File: config.mk
export PLATFORM = sky130hd
export DESIGN_NAME = irq_gate
export DESIGN_NICKNAME = d
export VERILOG_FILES = /design/src/shared/irq_gate_pkg.sv /design/src/irq_gate.sv
export VERILOG_INCLUDE_DIRS = /design/src /design/src/shared
export SDC_FILE = /design/constraint.sdc
export NUM_CORES = 1
export LEC_CHECK = 0
export BUFFER_PORTS_ARGS = -buffer_cell sky130_fd_sc_hd__buf_2
export CAP_MARGIN = 20
export CORE_ASPECT_RATIO = 0.5
export CORE_UTILIZATION = 30
export DETAILED_ROUTE_END_ITERATION = 10
export SYNTH_ARGS = -nofsm -noshare
export SYNTH_HDL_FRONTEND = slang
export SYNTH_SLANG_ARGS = --single-unit
File: constraint.sdc
create_clock -name mclk -period 4.35 [get_ports mclk]
set_input_delay 0.87 -clock mclk [delete_from_list [all_inputs] [get_ports mclk]]
set_output_delay 0.87 -clock mclk [all_outputs]
set_load 0.005 [all_outputs]
File: src/shared/irq_gate_consts.svh
// address map, bit positions and reset values of the interrupt gate block
`ifndef IRQ_GATE_CONSTS_SVH
`define IRQ_GATE_CONSTS_SVH

// ----------------------------------------------------------------------
// special-function addresses and pages
// ----------------------------------------------------------------------
`define ADDR_ENABLE_PRIMARY   8'ha8
`define ADDR_PRIORITY_PRIMARY 8'hb8
`define ADDR_ENABLE_EXT_FIRST 8'he6
`define PAGE_PRIORITY_PRIMARY 8'h00

// ----------------------------------------------------------------------
// bit positions
// ----------------------------------------------------------------------
`define BIT_GLOBAL_GATE       3'd7
`define BIT_PRIORITY_UNUSED   3'd7
`define BIT_TIMER_TWO_MASK    3'd5
`define BIT_TIMER_THREE_MASK  3'd7

// ----------------------------------------------------------------------
// reset values
// ----------------------------------------------------------------------
`define RST_ENABLE_PRIMARY    8'h00
`define RST_PRIORITY_PRIMARY  8'h80
`define RST_ENABLE_EXT_FIRST  8'h00
`define RST_VECTOR_INDEX      4'h0

// ----------------------------------------------------------------------
// source count
// ----------------------------------------------------------------------
`define SOURCE_COUNT          15

`endif

File: src/shared/irq_gate_pkg.sv
// types shared by the interrupt gate block
package irq_gate_pkg;

	// one register-port access from the core
	typedef struct packed {
		logic       wr;
		logic       bit_wr;
		logic [7:0] addr;
		logic [7:0] page;
		logic [2:0] bit_sel;
		logic [7:0] wdata;
	} sfr_access_s;

	// raw request flags from the peripherals
	typedef struct packed {
		logic two_wire;
		logic rtc_alarm;
		logic window_compare_flag;
		logic conversion_done_flag;
		logic counter_array;
		logic comparator_a_rise_flag;
		logic comparator_a_fall_flag;
		logic comparator_b_rise_flag;
		logic comparator_b_fall_flag;
		logic timer_three_low_overflow;
		logic timer_three_high_overflow;
		logic ext_input_a;
		logic timer_zero_overflow;
		logic ext_input_b;
		logic timer_one_overflow;
		logic async_port;
		logic timer_two_low_overflow;
		logic timer_two_high_overflow;
		logic serial_periph_a;
	} irq_sources_s;

	// request presented to the core
	typedef struct packed {
		logic       valid;
		logic       high_level;
		logic [3:0] index;
	} irq_request_s;

endpackage : irq_gate_pkg

File: src/irq_gate.sv
// interrupt enable and priority registers with request selection
// How it works
// - global gate bit 7 clear blocks every source whatever the masks say
// - with global gate set, a source passes only when its own mask is set
// - primary enable bit 6 gates the serial peripheral unit requests
// - primary enable bit 5 gates timer two; low or high overflow requests
// - primary enable bit 4 gates the asynchronous serial port requests
// - primary enable bit 3 gates the timer one overflow request
// - primary enable bit 2 gates the second external input
// - primary enable bit 1 gates the timer zero overflow request
// - primary enable bit 0 gates the first external input
// - primary enable sits at 0xa8 on all pages, bit-addressable
// - priority bit 7 always reads one and ignores writes
// - priority bits 6..0 pick high or low level per source
// - priority register at 0xb8 on page zero only, bit-addressable
// - first extended enable sits at 0xe6 on all pages
// - extended bit 7 gates timer three; low or high overflow requests
// - extended bits 6 and 5 gate comparator b and a edge flags
// - extended bit 4 gates the counter array requests
// - extended bit 3 gates the conversion-done flag
// - extended bit 2 gates the window-compare flag
// - extended bit 1 gates the clock alarm request
// - extended bit 0 gates the two-wire bus unit requests
`timescale 1ns/1ps
`default_nettype none
`include "irq_gate_consts.svh"

module irq_gate #(
	parameter int SOURCES = `SOURCE_COUNT
) (
	input  wire logic                      mclk,
	input  wire logic                      srst,
	input  wire irq_gate_pkg::sfr_access_s sfr,
	output logic [7:0]                     sfr_rdata,
	output logic                           sfr_hit,
	input  wire irq_gate_pkg::irq_sources_s src,
	output irq_gate_pkg::irq_request_s     req,
	output logic                           global_irq_gate
);

	// ------------------------------------------------------------------
	// elaboration check
	// ------------------------------------------------------------------
	if (SOURCES != `SOURCE_COUNT) begin : g_bad_sources
		$error("irq_gate serves exactly the fixed source set");
	end

	// ------------------------------------------------------------------
	// registers
	// ------------------------------------------------------------------
	logic [7:0] enable_primary_reg;
	logic [7:0] priority_primary_reg;
	logic [7:0] enable_ext_first_reg;
	logic [7:0] enable_primary_next;
	logic [7:0] priority_primary_next;
	logic [7:0] enable_ext_first_next;
	logic       hit_enp;
	logic       hit_pri;
	logic       hit_ext;

	assign hit_enp = sfr.addr == `ADDR_ENABLE_PRIMARY;
	assign hit_pri = sfr.addr == `ADDR_PRIORITY_PRIMARY
		&& sfr.page == `PAGE_PRIORITY_PRIMARY;
	assign hit_ext = sfr.addr == `ADDR_ENABLE_EXT_FIRST;
	assign sfr_hit = hit_enp | hit_pri | hit_ext;

	// bit writes touch one bit; the rest keep their value
	function automatic logic [7:0] merge(input logic [7:0] cur,
		input irq_gate_pkg::sfr_access_s a);
		logic [7:0] v;
		v = cur;
		if (a.bit_wr) begin
			v[a.bit_sel] = a.wdata[0];
		end else begin
			v = a.wdata;
		end
		return v;
	endfunction : merge

	always_comb begin
		enable_primary_next   = enable_primary_reg;
		priority_primary_next = priority_primary_reg;
		enable_ext_first_next = enable_ext_first_reg;
		if (sfr.wr && hit_enp) begin
			enable_primary_next = merge(enable_primary_reg, sfr);
		end
		if (sfr.wr && hit_pri) begin
			priority_primary_next = merge(priority_primary_reg, sfr);
		end
		if (sfr.wr && hit_ext) begin
			enable_ext_first_next = merge(enable_ext_first_reg, sfr);
		end
		// unused priority bit is held at one whatever is written
		priority_primary_next[`BIT_PRIORITY_UNUSED] = 1'b1;
	end

	always_ff @(posedge mclk) begin
		if (srst) begin
			enable_primary_reg <= `RST_ENABLE_PRIMARY;
		end else begin
			enable_primary_reg <= enable_primary_next;
		end
	end

	always_ff @(posedge mclk) begin
		if (srst) begin
			priority_primary_reg <= `RST_PRIORITY_PRIMARY;
		end else begin
			priority_primary_reg <= priority_primary_next;
		end
	end

	always_ff @(posedge mclk) begin
		if (srst) begin
			enable_ext_first_reg <= `RST_ENABLE_EXT_FIRST;
		end else begin
			enable_ext_first_reg <= enable_ext_first_next;
		end
	end

	always_comb begin
		sfr_rdata = 8'h00;
		if (hit_enp) begin
			sfr_rdata = enable_primary_reg;
		end else if (hit_pri) begin
			sfr_rdata = priority_primary_reg;
		end else if (hit_ext) begin
			sfr_rdata = enable_ext_first_reg;
		end
	end

	assign global_irq_gate = enable_primary_reg[`BIT_GLOBAL_GATE];

	// ------------------------------------------------------------------
	// per-source requests, index is the fixed source order
	// ------------------------------------------------------------------
	logic [14:0] raw;
	logic [14:0] mask;
	logic [14:0] level;
	logic [14:0] gated;

	always_comb begin
		raw[0]  = src.ext_input_a;
		raw[1]  = src.timer_zero_overflow;
		raw[2]  = src.ext_input_b;
		raw[3]  = src.timer_one_overflow;
		raw[4]  = src.async_port;
		raw[5]  = src.timer_two_low_overflow
			| src.timer_two_high_overflow;
		raw[6]  = src.serial_periph_a;
		raw[7]  = src.two_wire;
		raw[8]  = src.rtc_alarm;
		raw[9]  = src.window_compare_flag;
		raw[10] = src.conversion_done_flag;
		raw[11] = src.counter_array;
		raw[12] = src.comparator_a_rise_flag
			| src.comparator_a_fall_flag;
		raw[13] = src.comparator_b_rise_flag
			| src.comparator_b_fall_flag;
		raw[14] = src.timer_three_low_overflow
			| src.timer_three_high_overflow;
	end

	// primary bits 6..0 map straight to sources 6..0; extended
	// bits 0..7 map to sources 7..14
	always_comb begin
		mask[6:0] = enable_primary_reg[6:0];
		for (int i = 0; i < 8; i++) begin
			mask[7 + i] = enable_ext_first_reg[i];
		end
		level[6:0]  = priority_primary_reg[6:0];
		// extended priority register is not held here: low level
		level[14:7] = 8'h00;
	end

	assign gated = global_irq_gate ? (raw & mask) : 15'h0000;

	// ------------------------------------------------------------------
	// selection; registered so the core sees a clean request
	// ------------------------------------------------------------------
	logic [14:0] hi_pend;
	logic [14:0] pend_set;
	logic        pick_hi;
	logic [3:0]  pick_idx;
	irq_gate_pkg::irq_request_s req_reg;

	assign hi_pend  = gated & level;
	assign pick_hi  = |hi_pend;
	assign pend_set = pick_hi ? hi_pend : gated;

	always_comb begin
		pick_idx = `RST_VECTOR_INDEX;
		for (int i = 14; i >= 0; i--) begin
			if (pend_set[i]) begin
				pick_idx = 4'(i);
			end
		end
	end

	always_ff @(posedge mclk) begin
		if (srst) begin
			req_reg <= '0;
		end else begin
			req_reg.valid      <= |gated;
			req_reg.high_level <= pick_hi;
			req_reg.index      <= pick_idx;
		end
	end

	assign req = req_reg;

	// ------------------------------------------------------------------
	// checks
	// ------------------------------------------------------------------
	property p_global_off;
		@(posedge mclk) disable iff (srst)
		!global_irq_gate |=> !req.valid;
	endproperty
	a_global_off: assert property (p_global_off)
		else $error("request passed with global gate off");

	property p_masked_pass;
		@(posedge mclk) disable iff (srst)
		(global_irq_gate && (raw & mask) != 15'h0000)
			|=> req.valid;
	endproperty
	a_masked_pass: assert property (p_masked_pass)
		else $error("enabled source was not forwarded");

	property p_timer_two;
		@(posedge mclk) disable iff (srst)
		(global_irq_gate && enable_primary_reg[`BIT_TIMER_TWO_MASK]
			&& src.timer_two_high_overflow) |=> req.valid;
	endproperty
	a_timer_two: assert property (p_timer_two)
		else $error("timer two high overflow not forwarded");

	property p_timer_three;
		@(posedge mclk) disable iff (srst)
		(global_irq_gate && !enable_ext_first_reg[`BIT_TIMER_THREE_MASK]
			&& raw == 15'h4000) |=> !req.valid;
	endproperty
	a_timer_three: assert property (p_timer_three)
		else $error("masked timer three request forwarded");

	property p_unused_one;
		@(posedge mclk) disable iff (srst)
		priority_primary_reg[7];
	endproperty
	a_unused_one: assert property (p_unused_one)
		else $error("unused priority bit read as zero");

	property p_pri_page;
		@(posedge mclk) disable iff (srst)
		(sfr.wr && sfr.addr == `ADDR_PRIORITY_PRIMARY
			&& sfr.page != `PAGE_PRIORITY_PRIMARY)
			|=> $stable(priority_primary_reg);
	endproperty
	a_pri_page: assert property (p_pri_page)
		else $error("priority written from wrong page");

	property p_enp_write;
		@(posedge mclk) disable iff (srst)
		(sfr.wr && !sfr.bit_wr && sfr.addr == `ADDR_ENABLE_PRIMARY)
			|=> enable_primary_reg == $past(sfr.wdata);
	endproperty
	a_enp_write: assert property (p_enp_write)
		else $error("primary enable write lost");

	property p_ext_write;
		@(posedge mclk) disable iff (srst)
		(sfr.wr && !sfr.bit_wr && sfr.addr == `ADDR_ENABLE_EXT_FIRST)
			|=> enable_ext_first_reg == $past(sfr.wdata);
	endproperty
	a_ext_write: assert property (p_ext_write)
		else $error("extended enable write lost");

	property p_high_first;
		@(posedge mclk) disable iff (srst)
		(gated[0] && gated[6] && level[6] && !level[0]
			&& hi_pend[5:1] == 5'h00)
			|=> req.index == 4'h6 && req.high_level;
	endproperty
	a_high_first: assert property (p_high_first)
		else $error("low level served before high level");

	property p_order;
		@(posedge mclk) disable iff (srst)
		(gated[1] && gated[3] && !gated[0]
			&& level[1] == level[3] && !pick_hi)
			|=> req.index == 4'h1;
	endproperty
	a_order: assert property (p_order)
		else $error("fixed order broken at equal level");

	// a request trails its cause by one edge, which is why the request checks use |=>
	property p_enp_bit;
		@(posedge mclk) disable iff (srst)
		(sfr.wr && sfr.bit_wr && hit_enp)
			|=> enable_primary_reg[$past(sfr.bit_sel)]
				== $past(sfr.wdata[0]);
	endproperty
	a_enp_bit: assert property (p_enp_bit)
		else $error("primary enable bit write lost");

	property p_pri_bit;
		@(posedge mclk) disable iff (srst)
		(sfr.wr && sfr.bit_wr && hit_pri
			&& sfr.bit_sel != `BIT_PRIORITY_UNUSED)
			|=> priority_primary_reg[$past(sfr.bit_sel)]
				== $past(sfr.wdata[0]);
	endproperty
	a_pri_bit: assert property (p_pri_bit)
		else $error("priority bit write lost");

	// unmapped reads give zero so a stray read never looks like a mask
	property p_unmapped;
		@(posedge mclk) disable iff (srst)
		!sfr_hit |-> sfr_rdata == 8'h00;
	endproperty
	a_unmapped: assert property (p_unmapped)
		else $error("unmapped address returned data");

	property p_high_level;
		@(posedge mclk) disable iff (srst)
		(gated & level) != 15'h0000 |=> req.valid && req.high_level;
	endproperty
	a_high_level: assert property (p_high_level)
		else $error("high level request shown as low");

	property p_low_level;
		@(posedge mclk) disable iff (srst)
		(gated != 15'h0000 && (gated & level) == 15'h0000)
			|=> req.valid && !req.high_level;
	endproperty
	a_low_level: assert property (p_low_level)
		else $error("low level request shown as high");

	property p_masked_block;
		@(posedge mclk) disable iff (srst)
		(global_irq_gate && raw != 15'h0000 && (raw & mask) == 15'h0000)
			|=> !req.valid;
	endproperty
	a_masked_block: assert property (p_masked_block)
		else $error("masked source was forwarded");

	c_high: cover property (@(posedge mclk) req.valid && req.high_level);
	c_low: cover property (@(posedge mclk) req.valid && !req.high_level);
	c_ext: cover property (@(posedge mclk) req.valid && req.index == 4'he);
	c_bit: cover property (@(posedge mclk) sfr.wr && sfr.bit_wr && hit_enp);
	c_order: cover property (@(posedge mclk) req.valid && req.index == 4'h1);

endmodule : irq_gate
`default_nettype wire

# == Yosys cells after proc, flatten, opt, wreduce, memory -nomap -nowiden ==
# Index checks and enable logic that the tools add are counted.
# totals
regBits,30
in_bits,50
out_inout_bits,16
wordCells,62
# classes
magnitude_cmp,2
n_eq_ne,3
n_mux,27
n_bitwise,8
reduce_logical,12
# ops
cell,n
$mux 8,6
$mux 15,2
$reduce_or 15->1,2
$mux 4,7
$bwmux 8,3
$eq 8x8->1 const B,3
$and 15x15->15,1
$and 15x7->15,1
$mux 3,4
$reduce_or 9->1,1
$logic_not 8->1,1
$or 1x1->1,6
$logic_and 1x1->1,5
$reduce_or 5->1,1
$lt 3x4->1 const B,1
$mux 2,2
$demux 1 s3,1
$ge 3x1->1 const B,1
$reduce_or 3->1,1
$mux 1,2
$reduce_or 2->1,1

# == Logic depth before layout (Yosys ltp) ==
# logic_depth
depth_word,20
mapped_depth,8
ltp_nobuf,6

# == Worst setup path after synthesis ==
# No wires, ideal clock.
# synth_path
path_kind,input to output
start,in sfr[16] in the netlist's numbering
end,out sfr_rdata[1]
arrival_ns,2.157
required_ns,3.480
path_slack_ns,1.323
cell_stages,5
path_buffers,0
path_cell_list,or4_1 nor4b_2 and3_1 a21oi_1 o21ai_0
# synth_between
elab_chain_cells,4
# synth_lines
element,line,rtl
start: declaration,irq_gate.sv:33,"input wire irq_gate_pkg::sfr_access_s sfr,"
$logic_not 8->1 (no line),--,
$logic_and 1x1->1 (no line),--,
$mux 8,irq_gate.sv:125,end else if (hit_pri) begin
$mux 8,irq_gate.sv:123,if (hit_enp) begin
end: declaration,irq_gate.sv:34,"output logic [7:0] sfr_rdata,"
# Every way passes these cells.

# == Worst setup path in the final report ==
# layout_path
start,in sfr[16] in the netlist's numbering
end,out sfr_rdata[5]
# The elaborated chain is that of the path after synthesis.

==> impl_metrics.ini <==
[run_status]
status = finished clean

[clocking]
cts_root_buf = clkbuf_16
cts_tree = done
cts_buffers = 5
cts_resized = 0
cts.sinks = 29
clk_latency_ns = 0.27
htreeDepth = 2
cts.clk_slew.worst_paths_ns = 0.05
cts_setup_buffers = 0
ctsHoldBuffers = 0
cts.path.max_buffers = 2

[place]
dp_hpwl_um = 4460
io_buffers = 65
place_congestion = 0.847

[hold_path]
worstHoldPathType = reg -> reg
worstHoldStart = enable_primary_reg[0]$_SDFFE_PP0P_
hold_path_end = enable_primary_reg[0]$_SDFFE_PP0P_
hold_depth = 2

[grt]
grt_use_total_pct = 17.9
grt_pass1_vias = 1857
grt_start_max_net_pins = 28
overflow = 0
grt_pass1_wl_um = 9100
antenna_found_initial = 0

[synthesis]
ys_types = 51
postSynthAreaPerCell_um2 = 7.89
synthTopCellsByArea = dfxtp_1 (31%), a211oi_1 (7.3%), a21oi_1 (7.3%)
yosys.area.top_type_share_pct = 31.2
syn_nets = 286
synth_top_family_by_area = compound AO/OA/AOI/OAI gates
synth.mux.area_fraction_pct = 0.537
synthAdderAreaFrac_pct = 0
ys_ff_latch = 29
yosysSeqAreaShare_pct = 31.2
ys.flop_type = dfxtp_1
synth-compound-area-share_pct = 33.8
async_flop_share_pct = 0
synth_top_cell_by_area = dfxtp_1
synth_edf_count = 0
synthCells = 236
synth_xor_area_share_pct = 0
synth-simple-area-share_pct = 28.4
syn_area_mm2 = 0.00186
yosys_warnings = 0

[floorplanning]
dieArea_mm2 = 0.00655
core_area_mm2 = 0.00573
ios = 66
initial_utilization_pct = 32.5
die_h_um = 57.7
num_rows = 19
die_w_um = 113

[run]
drv_cap = 0

[pwr]
ir_worst_vdd_uv = 143
seqPwrFrac_pct = 36.8
pwr-share-clk_pct = 55.4
p_leak_nw = 0.971
power.switching_mw = 0.151
swShare_pct = 20.8
p_comb_share_pct = 7.8
power_density_mw_per_mm2 = 306
p_int_mw = 0.574

[routing]
via_per_inst = 5.33
drt_iter0_drc = 173
dr.pass1.iters = 5
wl_per_cell_um = 14.9
ant_nets = 0
drc = 0
route.vias.total = 2011
wirelength_um = 5630

[layout]
final_common_cell = buf_2
final_util_pct = 41.3
nNetsFinal = 342
antenna_cells = 0
syn_to_final_growth_pct = 27.1
drive_above_1_share_pct = 29.0
layout_common_cells = buf_2 (65), nand2_1 (36), dfxtp_1 (29)

[critical_path]
r2r-start = enable_primary_reg[7]$_SDFFE_PP0P_
r2r-end = req[3]$_SDFF_PP0_
worst_r2r_path_depth = 6
critPathRequiredTime_ns = 3.48
end_kind = output port
r2r_slack_ns = 2.01
start_kind = input port
crit_arrival_ns = 2.55
critPathKind = in -> out
worst-path-max-fanout = 5

[timing]
finalSetupTns_ns = 0
fin_crit_sh_pct = 78.7
finalMaxSlewViolations = 0
hold_violations = 0
setup_viol = 0
skew_ns = 0.00721
whs_ns = 0.495
period_needed_ns = 3.42
rsz0062_at_grt = no
worst_slew_pin_slew_ns = 0.620
maxSlewHeadroom_pct = 58.3
max_freq_ghz = 0.292
==> stage by stage <==
stage / instance area [um2] / instances / setup slack (ns) / total power, mW
after detailed placement: 2190 / 369 / 0.937 / 0.328
after global placement: 2190 / 369 / 0.997 / 0.327
after CTS: 2370 / 377 / 0.939 / 0.730
final: 2370 / 377 / 0.927 / 0.725
after global routing: 2370 / 377 / 0.832 / 0.750
after floorplan: 1860 / 236 / 1.32 / 0.298
==> power groups by stage <==
stage                     logic [mW]  registers (mW)  clock network (mW)
after floorplan               0.0262           0.272                   0
after global placement        0.0550           0.272                   0
after detailed placement      0.0562           0.272                   0
after CTS                     0.0564           0.266               0.407
after global routing          0.0626           0.266               0.421
final                         0.0567           0.267               0.401
==> critical path, stage by stage <==
cell and delay [ns]:
buf_2 0.09, or4_1 0.53, nor4b_2 0.32, and3_1 0.31, a21oi_1 0.09, o21ai_0 0.20, buf_2 0.14
==> per-layer routing <==
layer	vias up	track usage [%]	wire, um	part of all wire (%)
met5	-	0	0	0
met4	0	4.70	60	1.1
met3	7	3.45	222	3.9
met2	47	29.1	2530	45
met1	955	24.6	2820	50
li1	1002	-	-	-
==> how the worst max path moves through the flow <==
stage,start,end,slack (ns)
finish,sfr[16],sfr_rdata[5],0.93
global route,sfr[16],sfr_rdata[1],0.83
CTS,sfr[16],sfr_rdata[5],0.94
detailed placement,sfr[16],sfr_rdata[5],0.94
global placement,sfr[16],sfr_rdata[1],1.0
floorplan,sfr[16],sfr_rdata[1],1.32
==> cell usage after synthesis, drive strengths merged (2+ instances only) <==
cell type,count
nand2,36
dfxtp,29
a21oi,27
a211oi,20
o21ai,20
nor2,10
buf,9
nand3,9
and3,7
clkbuf,7
a22oi,5
and2,5
nor2b,5
o211ai,4
inv,3
nand2b,3
nand4,3
nor4,3
a21boi,2
a22o,2
a31oi,2
nor4b,2
or3,2
or4,2
==> cell type report <==
class                           instances  area, um2
Tap cell                               84        105
Inverter                                3       11.3
Sequential cell                        29        581
Clock inverter                          2       37.5
Fill cell                             610       3360
Clock buffer                            6        139
Multi-Input combinational cell        188       1170
Timing Repair Buffer                   65        325
==> cells by family after synthesis <==
family	after synthesis
flops	29
mux	1
compound gates	93
simple gates	94
buf+inv	19
Note: power is estimated with default switching activity, not from simulation.
